### src/common/sspc_pkg.sv
/*
  package for the stop/standby power controller: register map, field
  positions, reset values, timing constants, modes and carriers.
  assumes a 32-bit axi4-lite register bus and a 100 MHz system clock.
*/
`default_nettype none
package sspc_pkg;
  // ==========================================================
  // register map (byte addresses)
  localparam logic [7:0] SSPC_OFS_CTRL = 8'h00;   // power_mode_control
  localparam logic [7:0] SSPC_OFS_STAT = 8'h04;   // power_status_reg
  localparam logic [7:0] SSPC_OFS_BKDC = 8'h08;   // backup_domain_control copy
  // power_mode_control fields
  localparam int SSPC_CTRL_REGULATOR_LOWPOWER_IN_STOP = 0;
  localparam int SSPC_CTRL_POWERDOWN_ON_DEEPSLEEP = 1;
  localparam int SSPC_CTRL_CLEAR_WAKEUP_FLAG_CMD = 2;
  localparam int SSPC_CTRL_CLEAR_STANDBY_FLAG_CMD = 3;
  localparam int SSPC_CTRL_DBP = 8;
  // power_status_reg fields
  localparam int SSPC_STAT_WUF = 0;
  localparam int SSPC_STAT_SBF = 1;
  localparam int SSPC_STAT_WAKEUP_PIN_ENABLE = 8;
  // backup_domain_control fields
  localparam int SSPC_BKDC_LOW_SPEED_CRYSTAL_ON = 0;
  localparam int SSPC_BKDC_RTCSEL = 8;
  localparam int SSPC_BKDC_RTC_CLOCK_ENABLE = 15;
  localparam logic [31:0] SSPC_CTRL_RESET = 32'h0000_0000;
  localparam logic [31:0] SSPC_STAT_RESET = 32'h0000_0000;
  // ==========================================================
  // timing
  localparam int SSPC_CLK_MHZ = 100;
  localparam int SSPC_CLEAR_WAKEUP_FLAG_CMD_DELAY = 2;        // cycles from write to clear
  localparam int SSPC_HSI_START_NS = 2000;   // oscillator start-up, ns
  localparam int SSPC_HSI_START_CYC = (SSPC_HSI_START_NS * SSPC_CLK_MHZ + 999) / 1000;
  localparam int SSPC_RESET_PHASE_NS = 1000; // reset phase after standby, ns
  localparam int SSPC_RESET_PHASE_CYC = (SSPC_RESET_PHASE_NS * SSPC_CLK_MHZ + 999) / 1000;
  // ==========================================================
  // types
  typedef enum logic [2:0] {
    SSPC_RUN, SSPC_STOP_WAIT, SSPC_STOP, SSPC_STOP_WAKE, SSPC_STBY, SSPC_STBY_RST
  } sspc_state_e;
  typedef struct packed {
    logic core_clk_en;
    logic pll_en;
    logic hsi_en;
    logic hse_en;
    logic reg_on;
    logic reg_lowpower;
    logic io_freeze;
    logic io_hiz;
    logic hsi_sysclk_sel;
  } sspc_pwr_s;
  typedef struct packed {
    logic rtc_en;
    logic lse_on;
    logic [1:0] rtc_src;
  } sspc_bkd_s;
endpackage
`default_nettype wire

### src/sspc_ctrl.sv
/*
  stop/standby power controller: axi4-lite registers, deep-sleep entry
  decision, stop and standby sequencing, wakeup and flag handling.
  assumes the core raises deep_sleep_req for one cycle per wfi/wfe,
  and that pending, busy and wakeup inputs are synchronous to aclk.
*/
// Functional notes
// RULE1: stop gates core clocks, pll, oscillators
// RULE2: stop freezes all io pins
// RULE3: stop waits for flash programming
// RULE4: stop waits for peripheral bus transfer
// RULE5: started watchdog runs until reset
// RULE6: rtc and lse follow backup control bits
// RULE7: stop exit selects internal rc clock
// RULE8: deepsleep without powerdown bit enters stop
// RULE9: pending interrupts or alarm cancel entry
// RULE10: wfi wakes on irq, wfe on event
// RULE11: standby powers off regulator and oscillators
// RULE12: standby exit on reset, watchdog, alarm, pin
// RULE13: standby exit performs full reset phase
// RULE14: standby flag reports standby after wake
// RULE15: standby needs powerdown bit, clear wakeup flag
// RULE16: standby tristates io except kept pins
// RULE17: rtc source select for auto wakeup
// RULE18: backup write unlock gates rtc writes
// RULE19: standby clear command reads zero, clears
// RULE20: wakeup clear acts two cycles later
// RULE21: powerdown bit picks stop or standby
// RULE22: lowpower bit sets regulator mode in stop
// RULE23: pin or alarm sets wakeup flag
// RULE24: wakeup pin enable selects pull-down input
// RULE25: standby flag cleared only by por or command
// RULE26: mode bits sampled with the request
`timescale 1ns/1ps
`default_nettype none
module sspc_ctrl
  import sspc_pkg::*;
#(
  parameter int HSI_START_CYC = sspc_pkg::SSPC_HSI_START_CYC,
  parameter int RESET_PHASE_CYC = sspc_pkg::SSPC_RESET_PHASE_CYC
) (
  // clock and resets
  input wire logic aclk,
  input wire logic aresetn,
  input wire logic por_n,
  // axi4-lite slave
  input wire logic [7:0] s_awaddr,
  input wire logic s_awvalid,
  output logic s_awready,
  input wire logic [31:0] s_wdata,
  input wire logic [3:0] s_wstrb,
  input wire logic s_wvalid,
  output logic s_wready,
  output logic [1:0] s_bresp,
  output logic s_bvalid,
  input wire logic s_bready,
  input wire logic [7:0] s_araddr,
  input wire logic s_arvalid,
  output logic s_arready,
  output logic [31:0] s_rdata,
  output logic [1:0] s_rresp,
  output logic s_rvalid,
  input wire logic s_rready,
  // core side
  input wire logic deep_sleep_req,
  input wire logic deep_sleep_select,
  input wire logic req_is_wfe,
  input wire logic irq_pending,
  input wire logic event_line_pending,
  input wire logic rtc_alarm_flag,
  input wire logic flash_prog_busy,
  input wire logic apb_busy,
  // wakeup sources
  input wire logic external_event_lines_irq_wake,
  input wire logic external_event_lines_event_wake,
  input wire logic wakeup_pin,
  input wire logic rtc_alarm,
  input wire logic external_reset_pin_n,
  input wire logic independent_watchdog_start,
  input wire logic independent_watchdog_reset,
  input wire logic calib_out_cfg,
  // power, clock and pin controls
  output sspc_pwr_s pwr,
  output sspc_bkd_s bkd,
  output logic independent_watchdog_running,
  output logic backup_write_en,
  output logic wakeup_pin_pulldown,
  output logic keep_calib_pin,
  output logic keep_wakeup_pin,
  output logic sys_reset_req,
  output logic in_stop,
  output logic in_standby
);
  // ==========================================================
  // registers and state
  sspc_state_e state;
  logic [15:0] cnt;
  logic regulator_lowpower_in_stop, powerdown_on_deepsleep, backup_write_unlock, wakeup_pin_enable;
  logic wakeup_received_flag, standby_entered_flag;
  logic [SSPC_CLEAR_WAKEUP_FLAG_CMD_DELAY-1:0] clear_wakeup_flag_cmd_pipe;
  logic mode_stby, mode_lp, mode_wfe;
  logic pin_d, alarm_d;
  logic [15:0] bkdc;
  logic aw_held, w_held;
  logic [7:0] aw_addr;
  logic [31:0] w_data;
  logic [3:0] w_strb;

  function automatic logic [31:0] merge(input logic [31:0] old, input logic [31:0] nw, input logic [3:0] be);
    for (int i = 0; i < 4; i++) begin
      if (be[i]) begin
        old[i*8 +: 8] = nw[i*8 +: 8];
      end
    end
    return old;
  endfunction

  wire do_wr = aw_held && w_held && !s_bvalid;
  wire [31:0] ctrl_new = merge({23'h0, backup_write_unlock, 4'h0, 2'h0, powerdown_on_deepsleep, regulator_lowpower_in_stop}, w_data, w_strb);
  wire [31:0] stat_new = merge({23'h0, wakeup_pin_enable, 8'h0}, w_data, w_strb);
  wire [31:0] bkdc_new = merge({16'h0, bkdc}, w_data, w_strb);
  wire wr_ctrl = do_wr && aw_addr == SSPC_OFS_CTRL;
  wire wr_stat = do_wr && aw_addr == SSPC_OFS_STAT;
  wire wr_bkdc = do_wr && aw_addr == SSPC_OFS_BKDC;
  wire pin_rise = wakeup_pin && !pin_d && wakeup_pin_enable;
  wire alarm_rise = rtc_alarm && !alarm_d;
  // entry is refused while anything is pending
  // RULE9: pending blocks entry
  wire pend_any = irq_pending || event_line_pending || rtc_alarm_flag;

  // ==========================================================
  // axi write channel: address and data accepted in either order
  always_ff @(posedge aclk) begin
    if (!aresetn) begin
      aw_held <= 1'b0;
      w_held <= 1'b0;
      aw_addr <= 8'h00;
      w_data <= 32'h0000_0000;
      w_strb <= 4'h0;
      s_bvalid <= 1'b0;
      s_bresp <= 2'h0;
    end else begin
      if (s_awvalid && s_awready) begin
        aw_held <= 1'b1;
        aw_addr <= {s_awaddr[7:2], 2'h0};
      end
      if (s_wvalid && s_wready) begin
        w_held <= 1'b1;
        w_data <= s_wdata;
        w_strb <= s_wstrb;
      end
      if (do_wr) begin
        aw_held <= 1'b0;
        w_held <= 1'b0;
        s_bvalid <= 1'b1;
        // unmapped addresses answer slverr
        s_bresp <= (wr_ctrl || wr_stat || wr_bkdc) ? 2'h0 : 2'h2;
      end else if (s_bvalid && s_bready) begin
        s_bvalid <= 1'b0;
      end
    end
  end
  assign s_awready = !aw_held && !s_bvalid;
  assign s_wready = !w_held && !s_bvalid;

  // read channel: one cycle after the address
  always_ff @(posedge aclk) begin
    if (!aresetn) begin
      s_rvalid <= 1'b0;
      s_rdata <= 32'h0000_0000;
      s_rresp <= 2'h0;
    end else if (s_arvalid && s_arready) begin
      s_rvalid <= 1'b1;
      s_rresp <= 2'h0;
      case ({s_araddr[7:2], 2'h0})
        // RULE19: clear bits read zero
        SSPC_OFS_CTRL: s_rdata <= {23'h0, backup_write_unlock, 6'h0, powerdown_on_deepsleep, regulator_lowpower_in_stop};
        SSPC_OFS_STAT: s_rdata <= {23'h0, wakeup_pin_enable, 6'h0, standby_entered_flag, wakeup_received_flag};
        SSPC_OFS_BKDC: s_rdata <= {16'h0, bkdc};
        default: begin
          s_rdata <= 32'h0000_0000;
          s_rresp <= 2'h2;
        end
      endcase
    end else if (s_rvalid && s_rready) begin
      s_rvalid <= 1'b0;
    end
  end
  assign s_arready = !s_rvalid;

  // ==========================================================
  // control bits; system reset (and standby exit) clears them
  always_ff @(posedge aclk) begin
    if (!aresetn || sys_reset_req) begin
      regulator_lowpower_in_stop <= SSPC_CTRL_RESET[SSPC_CTRL_REGULATOR_LOWPOWER_IN_STOP];
      powerdown_on_deepsleep <= SSPC_CTRL_RESET[SSPC_CTRL_POWERDOWN_ON_DEEPSLEEP];
      backup_write_unlock <= SSPC_CTRL_RESET[SSPC_CTRL_DBP];
      wakeup_pin_enable <= SSPC_STAT_RESET[SSPC_STAT_WAKEUP_PIN_ENABLE];
    end else begin
      if (wr_ctrl) begin
        // RULE22: regulator low-power bit
        regulator_lowpower_in_stop <= ctrl_new[SSPC_CTRL_REGULATOR_LOWPOWER_IN_STOP];
        // RULE21: stop or standby select
        powerdown_on_deepsleep <= ctrl_new[SSPC_CTRL_POWERDOWN_ON_DEEPSLEEP];
        // RULE18: backup write unlock
        backup_write_unlock <= ctrl_new[SSPC_CTRL_DBP];
      end
      if (wr_stat) begin
        wakeup_pin_enable <= stat_new[SSPC_STAT_WAKEUP_PIN_ENABLE];
      end
    end
  end

  // backup domain control copy, kept across system reset
  always_ff @(posedge aclk) begin
    if (!por_n) begin
      bkdc <= 16'h0000;
    end else if (wr_bkdc && backup_write_unlock) begin
      bkdc <= bkdc_new[15:0];
    end
  end

  // edge detectors for wakeup pin and alarm
  always_ff @(posedge aclk) begin
    if (!aresetn) begin
      pin_d <= 1'b0;
      alarm_d <= 1'b0;
    end else begin
      // enabling with pin already high counts as an edge
      pin_d <= wakeup_pin && wakeup_pin_enable;
      alarm_d <= rtc_alarm;
    end
  end

  // ==========================================================
  // wakeup flag: set wins over the delayed clear
  always_ff @(posedge aclk) begin
    if (!aresetn) begin
      wakeup_received_flag <= 1'b0;
      clear_wakeup_flag_cmd_pipe <= '0;
    end else begin
      clear_wakeup_flag_cmd_pipe <= {clear_wakeup_flag_cmd_pipe[SSPC_CLEAR_WAKEUP_FLAG_CMD_DELAY-2:0], wr_ctrl && w_data[SSPC_CTRL_CLEAR_WAKEUP_FLAG_CMD] && w_strb[0]};
      // RULE23: pin or alarm sets flag
      if (pin_rise || alarm_rise) begin
        wakeup_received_flag <= 1'b1;
      // RULE20: delayed clear
      end else if (clear_wakeup_flag_cmd_pipe[SSPC_CLEAR_WAKEUP_FLAG_CMD_DELAY-1]) begin
        wakeup_received_flag <= 1'b0;
      end
    end
  end

  // standby flag: only power-on reset or the command clears it
  always_ff @(posedge aclk) begin
    if (!por_n) begin
      standby_entered_flag <= 1'b0;
    // RULE14: report standby after wake
    end else if (state == SSPC_STBY) begin
      standby_entered_flag <= 1'b1;
    // RULE25: command clear
    end else if (wr_ctrl && w_data[SSPC_CTRL_CLEAR_STANDBY_FLAG_CMD] && w_strb[0]) begin
      standby_entered_flag <= 1'b0;
    end
  end

  // watchdog run latch: only power-on reset stops it
  always_ff @(posedge aclk) begin
    if (!por_n) begin
      independent_watchdog_running <= 1'b0;
    // RULE5: watchdog persistence
    end else if (independent_watchdog_start) begin
      independent_watchdog_running <= 1'b1;
    end
  end

  // ==========================================================
  // low-power state machine
  always_ff @(posedge aclk) begin
    if (!aresetn) begin
      state <= SSPC_RUN;
      cnt <= 16'h0;
      mode_stby <= 1'b0;
      mode_lp <= 1'b0;
      mode_wfe <= 1'b0;
      sys_reset_req <= 1'b0;
    end else begin
      case (state)
        SSPC_RUN: begin
          sys_reset_req <= 1'b0;
          // RULE26: sample mode bits with request
          // RULE8: deep-sleep entry
          if (deep_sleep_req && deep_sleep_select && !pend_any) begin
            mode_stby <= powerdown_on_deepsleep;
            mode_lp <= regulator_lowpower_in_stop;
            mode_wfe <= req_is_wfe;
            // RULE15: standby needs clear wakeup flag
            if (!(powerdown_on_deepsleep && wakeup_received_flag)) begin
              state <= SSPC_STOP_WAIT;
            end
          end
        end
        SSPC_STOP_WAIT: begin
          // RULE3: wait flash
          // RULE4: wait bus
          if (!flash_prog_busy && !apb_busy) begin
            state <= mode_stby ? SSPC_STBY : SSPC_STOP;
          end
        end
        SSPC_STOP: begin
          // RULE10: wake source by entry kind
          if (mode_wfe ? external_event_lines_event_wake : external_event_lines_irq_wake) begin
            state <= SSPC_STOP_WAKE;
            cnt <= 16'(HSI_START_CYC);
          end
        end
        SSPC_STOP_WAKE: begin
          // RULE7: wait internal rc start-up
          if (cnt <= 16'h1) begin
            state <= SSPC_RUN;
          end
          cnt <= cnt - 16'h1;
        end
        SSPC_STBY: begin
          // RULE12: standby wake sources
          if (!external_reset_pin_n || independent_watchdog_reset || alarm_rise || pin_rise) begin
            state <= SSPC_STBY_RST;
            cnt <= 16'(RESET_PHASE_CYC);
            // RULE13: reset phase on wake
            sys_reset_req <= 1'b1;
          end
        end
        SSPC_STBY_RST: begin
          if (cnt <= 16'h1) begin
            state <= SSPC_RUN;
          end
          cnt <= cnt - 16'h1;
        end
        default: state <= SSPC_RUN;
      endcase
    end
  end

  // ==========================================================
  // registered power, clock and pin controls
  always_ff @(posedge aclk) begin
    if (!aresetn) begin
      pwr <= '{core_clk_en: 1'b1, pll_en: 1'b1, hsi_en: 1'b1, hse_en: 1'b1, reg_on: 1'b1,
               reg_lowpower: 1'b0, io_freeze: 1'b0, io_hiz: 1'b0, hsi_sysclk_sel: 1'b0};
      in_stop <= 1'b0;
      in_standby <= 1'b0;
    end else begin
      in_stop <= state == SSPC_STOP;
      in_standby <= state == SSPC_STBY;
      // RULE1: stop clock gating
      // RULE11: standby power off
      pwr.core_clk_en <= !(state == SSPC_STOP || state == SSPC_STBY);
      pwr.pll_en <= !(state == SSPC_STOP || state == SSPC_STBY);
      pwr.hse_en <= !(state == SSPC_STOP || state == SSPC_STBY);
      pwr.hsi_en <= !(state == SSPC_STOP || state == SSPC_STBY);
      pwr.reg_on <= state != SSPC_STBY;
      pwr.reg_lowpower <= state == SSPC_STOP && mode_lp;
      // RULE2: io hold in stop
      pwr.io_freeze <= state == SSPC_STOP;
      // RULE16: io high impedance in standby
      pwr.io_hiz <= state == SSPC_STBY;
      // RULE7: internal rc after stop
      if (state == SSPC_STOP_WAKE) begin
        pwr.hsi_sysclk_sel <= 1'b1;
      end else if (state == SSPC_STBY_RST) begin
        pwr.hsi_sysclk_sel <= 1'b0;
      end
    end
  end

  // backup-side outputs
  always_ff @(posedge aclk) begin
    if (!aresetn) begin
      bkd <= '0;
      backup_write_en <= 1'b0;
      wakeup_pin_pulldown <= 1'b0;
      keep_calib_pin <= 1'b0;
      keep_wakeup_pin <= 1'b0;
    end else begin
      // RULE6: rtc and lse follow control
      bkd.rtc_en <= bkdc[SSPC_BKDC_RTC_CLOCK_ENABLE];
      bkd.lse_on <= bkdc[SSPC_BKDC_LOW_SPEED_CRYSTAL_ON];
      // RULE17: rtc clock source
      bkd.rtc_src <= bkdc[SSPC_BKDC_RTCSEL +: 2];
      backup_write_en <= backup_write_unlock;
      // RULE24: wakeup pin pull-down
      wakeup_pin_pulldown <= wakeup_pin_enable;
      keep_calib_pin <= calib_out_cfg;
      keep_wakeup_pin <= wakeup_pin_enable;
    end
  end

  // ==========================================================
  // checks
  property p_stop_clk;
    @(posedge aclk) disable iff (!aresetn) (state == SSPC_STOP) |=> !pwr.core_clk_en && !pwr.hsi_en;
  endproperty
  stop_clock_a: assert property (p_stop_clk) else $error("clocks running in stop"); // RULE1
  stop_freeze_a: assert property (@(posedge aclk) disable iff (!aresetn)
    (state == SSPC_STOP) |=> pwr.io_freeze) else $error("io not frozen in stop"); // RULE2
  busy_wait_a: assert property (@(posedge aclk) disable iff (!aresetn)
    (state == SSPC_STOP_WAIT && (flash_prog_busy || apb_busy)) |=> state == SSPC_STOP_WAIT)
    else $error("entry while busy"); // RULE3
  pend_ignore_a: assert property (@(posedge aclk) disable iff (!aresetn)
    (state == SSPC_RUN && pend_any) |=> state == SSPC_RUN) else $error("entry while pending"); // RULE9
  stby_power_a: assert property (@(posedge aclk) disable iff (!aresetn)
    (state == SSPC_STBY) |=> !pwr.reg_on && pwr.io_hiz) else $error("standby power wrong"); // RULE11
  wuf_clear_a: assert property (@(posedge aclk) disable iff (!aresetn)
    (wr_ctrl && w_data[SSPC_CTRL_CLEAR_WAKEUP_FLAG_CMD] && w_strb[0] && wakeup_received_flag) ##1 !(pin_rise || alarm_rise)[*3] |-> !wakeup_received_flag)
    else $error("wakeup flag not cleared"); // RULE20
  wuf_set_a: assert property (@(posedge aclk) disable iff (!aresetn)
    (pin_rise || alarm_rise) |=> wakeup_received_flag) else $error("wakeup flag not set"); // RULE23
  stby_wake_a: assert property (@(posedge aclk) disable iff (!aresetn)
    (state == SSPC_STBY && independent_watchdog_reset) |=> sys_reset_req) else $error("no reset on wake"); // RULE13
  mode_hold_a: assert property (@(posedge aclk) disable iff (!aresetn)
    (state != SSPC_RUN) |=> $stable(mode_stby)) else $error("mode changed in sleep"); // RULE26
  stop_cover_c: cover property (@(posedge aclk) disable iff (!aresetn) state == SSPC_STOP_WAKE);
  stby_cover_c: cover property (@(posedge aclk) disable iff (!aresetn) state == SSPC_STBY_RST);
  clear_wakeup_flag_cmd_cover_c: cover property (@(posedge aclk) disable iff (!aresetn) clear_wakeup_flag_cmd_pipe[SSPC_CLEAR_WAKEUP_FLAG_CMD_DELAY-1]);
endmodule
`default_nettype wire

### config.mk
export PLATFORM = sky130hd
export DESIGN_NAME = sspc_ctrl
export DESIGN_NICKNAME = d
export VERILOG_FILES = /design/src/common/sspc_pkg.sv /design/src/sspc_ctrl.sv
export SDC_FILE = /design/constraint.sdc
export NUM_CORES = 1
export LEC_CHECK = 0
export BUFFER_PORTS_ARGS = -buffer_cell sky130_fd_sc_hd__buf_2
export CORE_ASPECT_RATIO = 0.5
export CORE_MARGIN = 1
export CORE_UTILIZATION = 53
export CTS_BUF_LIST = sky130_fd_sc_hd__clkbuf_4 sky130_fd_sc_hd__clkbuf_8
export CTS_CLUSTER_DIAMETER = 60
export CTS_CLUSTER_SIZE = 40
export DETAILED_ROUTE_END_ITERATION = 16
export PLACE_DENSITY = 0.86
export SLEW_MARGIN = 25
export SYNTH_ARGS = -nofsm -noshare
export SYNTH_HDL_FRONTEND = slang
export SYNTH_SLANG_ARGS = --single-unit
### constraint.sdc
create_clock -name aclk -period 2.4 [get_ports aclk]
set_input_delay 0.24 -clock aclk [delete_from_list [all_inputs] [get_ports aclk]]
set_output_delay 0.24 -clock aclk [all_outputs]
set_load 0.01 [all_outputs]
======== Word-level counts from Yosys, hierarchy flattened ========
Cells that the tools add are included.
word-level totals
  flip-flop bits (word level) ............. 127
  latch bits .............................. 0
  bits in writable memories ............... 0
  memory bits (read-only) ................. 0
  input port bits ......................... 76
  output and inout bits ................... 62
  word-level logic and storage cells ...... 156
  memories kept ........................... 0
cells by class
  $add $sub $neg .......................... 1
  $mul .................................... 0
  div/mod/pow operators ................... 0
  order comparisons ....................... 1
  equality and inequality tests ........... 16
  shift operators ......................... 0
  multiplexer cells ....................... 27
  bitwise operators ....................... 1
  reduce and logical (&&, ||, !) cells .... 70
operators by type and width
  operator                                                                 count
  16-bit case mux with 3 select lines                                      2
  16-bit two-way mux                                                       2
  1-bit logical AND                                                        26
  3-bit two-way mux                                                        7
  16-bit by 1-bit <= comparator with 1-bit output, second input constant   1
  16-bit by 1-bit subtractor with 16-bit output, second input constant     1
  3-bit case mux with 5 select lines                                       1
  2-bit AND reduction                                                      7
  6-bit by 1-bit equality test with 1-bit output, second input constant    2
  6-bit by 2-bit equality test with 1-bit output, second input constant    2
  1-bit logical NOT                                                        12
  1-bit two-way mux                                                        12
  2-bit nonzero test                                                       6
  1-bit logical OR                                                         10
  8-bit logical NOT                                                        1
  2-bit inequality test, second input constant                             4
  3-bit by 2-bit equality test with 1-bit output, second input constant    2
  3-bit equality test, second input constant                               2
  6-bit logical NOT                                                        1
  6-bit AND reduction                                                      1
  2-bit two-way mux                                                        2
  2-bit by 1-bit inequality test with 1-bit output, second input constant  2
  2-bit OR reduction                                                       2
  3-bit by 1-bit equality test with 1-bit output, second input constant    1
  7 further kinds                                                          7

======== Depth between registers and ports, before layout ========
  depth in word-level cells ............... 7
  mapped depth ............................ 7
  depth with buffers taken out ............ 7

======== Worst setup path before layout ========
Ideal clock, no wire load.
  path kind ............................... flip-flop to flip-flop
  from .................................... reg cnt[0]
  to ...................................... reg cnt[12]
  setup time .............................. 74 ps
  arrival ................................. 1877 ps
  data required time ...................... 2326 ps
  slack ................................... 448 ps
  stages on the path, launching flop included .. 8
  period minus slack after synthesis ...... 1952 ps
  path through ............................ dfxtp_1 inv_1 ha_1 or3b_2 nor3_2 nand3b_1 or3_1 a31oi_1
between the ends
  word-level cells in the longest chain between the ends .. 2
ends and longest elaborated chain
  what                                           line                                RTL
  start: declaration                             sspc_ctrl.sv:97                     logic [15:0] cnt;
  start signal: assignment                       sspc_ctrl.sv:313                    cnt <= 16'(HSI_START_CYC);
  start signal: assignment                       sspc_ctrl.sv:321                    cnt <= cnt - 16'h1;
  start signal: assignment                       sspc_ctrl.sv:327                    cnt <= 16'(RESET_PHASE_CYC);
  16-bit by 1-bit subtractor with 16-bit output  sspc_ctrl.sv:321, sspc_ctrl.sv:336
  16-bit case mux with 3 select lines            sspc_ctrl.sv:287                    case (state)
No other way between the ends.
A chain may end at the register's enable or synchronous reset.

======== Worst setup path in the final report ========
  from .................................... reg aw_addr[7]
  to ...................................... reg bkdc[11]
between the ends
  word-level cells in the longest chain between the ends .. 4
ends and longest elaborated chain
  what                                            line              RTL
  start: declaration                              sspc_ctrl.sv:105  logic [7:0] aw_addr;
  start signal: assignment                        sspc_ctrl.sv:145  aw_addr <= {s_awaddr[7:2], 2'h0};
  6-bit by 2-bit equality test with 1-bit output  sspc_ctrl.sv:124  wire wr_bkdc = do_wr && aw_addr == SSPC_OFS_BKDC;
  1-bit logical AND                               sspc_ctrl.sv:124
  1-bit logical AND                               sspc_ctrl.sv:218  end else if (wr_bkdc && backup_write_unlock) begin
  2-bit AND reduction (no line)                   --
  end signal: assignment                          sspc_ctrl.sv:219  bkdc <= bkdc_new[15:0];
  end: declaration                                sspc_ctrl.sv:103  logic [15:0] bkdc;
No other way between the ends.

==> run summary <==
status: finished clean
initial antenna violation count: 0
drt wl/cell: 13.56 um
number of placement rows: 23
clock tree buffer depth: 2
Ant. Diodes: 0
Area Overhead vs Synth: 15.16%
Hold Path Cell Cnt: 2
Sink Count: 109
hold path startpoint: s_rready
Tmin final: 2.155 ns
post-CTS setup buffer count: 0
slew of the pin with the lowest slew margin: 0.6711 ns
final setup vio count: 0
first-pass GRT wire length: 15.91 mm
Cells after Synth: 535
GR Overflow Total: 0
asr flop ratio synth: 0%
DIE WIDTH: 133.4 um
DRT Pass-1 Iters: 5
worst reg2reg path depth: 5
Reg2Reg Launch Point: aw_addr[7]
die height: 67.68 um
worst hold path class: in -> reg
#FFs+latches synth: 109
sequential fraction of the synthesis area: 47.73%
vias in the first global route: 3466
clock buffer count from CTS: 9
Initial Utilization: 55.94%
via count: 3924
drt initial violations: 283
DP HPWL: 7.114 mm
final RePlAce weighted congestion: 0.8781
multi-input logic area: 0.002122 mm2
Final ANT Viol Nets: 0
RSZ-0062 raised after global routing: false
Final Max Tran Viols: 0
FF-to-FF End: bkdc[11]
largest net degree at the start of global routing: 38
number of max-cap violations: 0
number of port buffers: 97
crit end category: flip-flop
clock skew: 0.008004 ns
fmax: 0.4640 GHz
Post-synth EDFFs: 0
Netlist cell types: 51
Fin. Hold Viols: 0
share of cells above drive strength 1: 21.96%
crit path max fanout: 8
critical path type: reg -> reg
Die Area: 0.009024 mm2
R2R Setup Slk: 0.25 ns
Yosys Warn Count: 0
Filler cells: 689
setup tns final: 0 ns
Root Buffer: clkbuf_8
WP data arrival: 2.44 ns
hold endpoint: s_rvalid
H-tree depth: 3
Clock transition at path regs: 0.11 ns
DRC Markers: 0
TritonCTS clock tree: built
worst hold slack: 0.03404 ns
Pwr per Cell Area: 690.2 mW/mm2
latest clock arrival within the worst-skew pair: 0.39 ns
Peak VDD IR: 0.3649 mV
Top Ports: 138
final net count: 697
Worst slew margin: 55.26%
Main synth FF type: dfxtp_1
Mean Syn Cell Area: 8.546 um2
crit path launch type: flip-flop
synthesized area: 0.004572 mm2
cts hold-fix bufs: 0
Total Routing Usage GR: 22.61%
vias per inst: 5.332
Core Area: 0.008173 mm2
fin crit share: 89.79%
Sequential Area: 0.002182 mm2
critical path required time: 2.68 ns
P_leak: 2.211 nW
final WL: 9.978 mm
cts repair resizes: 0
-- routing by layer --
layer	global-route usage [%]	part of all wire [%]	vias up
met1	26.62	44	1835
met3	6.381	4.6	20
li1	-	-	1969
met5	0	0	-
met4	8.239	1.9	0
met2	40.23	49	100
-- layout make-up --
cell class              instances  share of cell area (%)
well taps                     112                   2.662
multi-input cells             381                   40.30
clock inverters                 7                   1.735
repair buffers                108                   10.79
flip-flops and latches        109                   41.44
clock buffers                   9                   2.353
inverters                      10                  0.7129
-- Yosys cell counts, drive strengths merged (2+ instances only) --
library cell / number / area [um2]
nor2b: 4 / 25.02
a21boi: 17 / 127.6
nor2: 60 / 225.2
ha: 2 / 25.02
a211o: 3 / 26.28
nor4: 7 / 65.06
mux2i: 20 / 200.2
o31a: 3 / 26.28
a31oi: 4 / 25.02
or3b: 2 / 17.52
or2: 2 / 12.51
or4: 4 / 30.03
nand3b: 7 / 52.55
nor3: 10 / 60.06
and3: 5 / 31.28
a21o: 2 / 15.01
a211oi: 2 / 15.01
o211ai: 2 / 15.01
nand3: 23 / 115.1
a22oi: 16 / 120.1
a21oi: 39 / 195.2
o21a: 2 / 15.01
dfxtp: 109 / 2182
o21ai: 11 / 55.05
nand2: 82 / 307.8
and2: 12 / 75.08
o221a: 2 / 22.52
nand2b: 7 / 43.79
buf: 29 / 207.7
or3: 2 / 12.51
clkbuf: 23 / 86.33
nor3b: 2 / 15.01
inv: 10 / 37.54
-- cells in the final DEF (no fill, tap or decap), drive strengths merged, types with 2 or more instances in the layout --
| cell | instances |
|---|---|
| a211oi | 2 |
| and3 | 5 |
| clkinv | 2 |
| ha | 2 |
| o221a | 2 |
| nand3 | 23 |
| or3b | 2 |
| nand2b | 7 |
| inv | 14 |
| nor2b | 4 |
| o211ai | 2 |
| nand2 | 82 |
| a211o | 3 |
| dfxtp | 109 |
| o31a | 3 |
| nor3b | 2 |
| or2 | 2 |
| a21oi | 39 |
| nor4 | 7 |
| a21o | 2 |
| nor2 | 60 |
| a22oi | 16 |
| o21ai | 11 |
| conb | 18 |
| buf | 108 |
| a31oi | 4 |
| nand3b | 7 |
| a21boi | 17 |
| nor3 | 10 |
| clkbuf | 9 |
| mux2i | 20 |
| o21a | 2 |
| and2 | 12 |
| or4 | 4 |
| or3 | 2 |
-- kinds of logic after synthesis --
group                      synth area share, %
and+or+nand+nor                          24.14
buffers and inverters                    7.252
adders and majority gates               0.5473
muxes                                    4.379
xor gates and xnor gates                0.1916
AOI/OAI and AO/OA                        15.68
other                                  0.08202
DFF                                      47.73
-- metrics by stage --
step	cell area [um2]	utilization (%)	std cells	power [W]	setup slack, ns
after global placement	5050	61.79	720	0.002464	0.3461
after global routing	5265	64.42	736	0.003784	0.06231
after detailed placement	5050	61.79	720	0.002482	0.2919
after floorplan	4636	-	552	0.002360	0.4481
final	5265	64.42	736	0.003634	0.2450
after CTS	5265	64.42	736	0.003649	0.2750
-- critical path, stage by stage (launching register included) --
cell      delay (ns)
dfxtp_1         0.32
or4_1           0.66
nor4_4          0.54
nand2_1         0.31
nand2_1         0.14
a21boi_0        0.09
-- sequential cells by signal, indices dropped and copies added, names as in the netlist, 3 cells and up --
register and count:
aw_addr 6, bkd 4, bkdc 16, cnt 16, pwr 4, s_rdata 16
state 3, w_data 16
-- power by group --
part	switching, W	internal (W)
clock	0.000675	0.000512
sequential	0.0000856	0.00187
combinational	0.000277	0.000211
total	0.00104	0.00260
-- worst max path at each step --
| stage | start | cells past startpoint | end |
|---|---|---|---|
| after floorplan | cnt[0] | 7 | cnt[12] |
| after global placement | aw_addr[7] | 5 | bkdc[6] |
| after detailed placement | aw_addr[7] | 5 | bkdc[9] |
| after CTS | aw_addr[7] | 5 | bkdc[9] |
| after global routing | aw_addr[7] | 5 | bkdc[8] |
| final | aw_addr[7] | 5 | bkdc[11] |
Note: power is estimated with default switching activity, not from simulation.
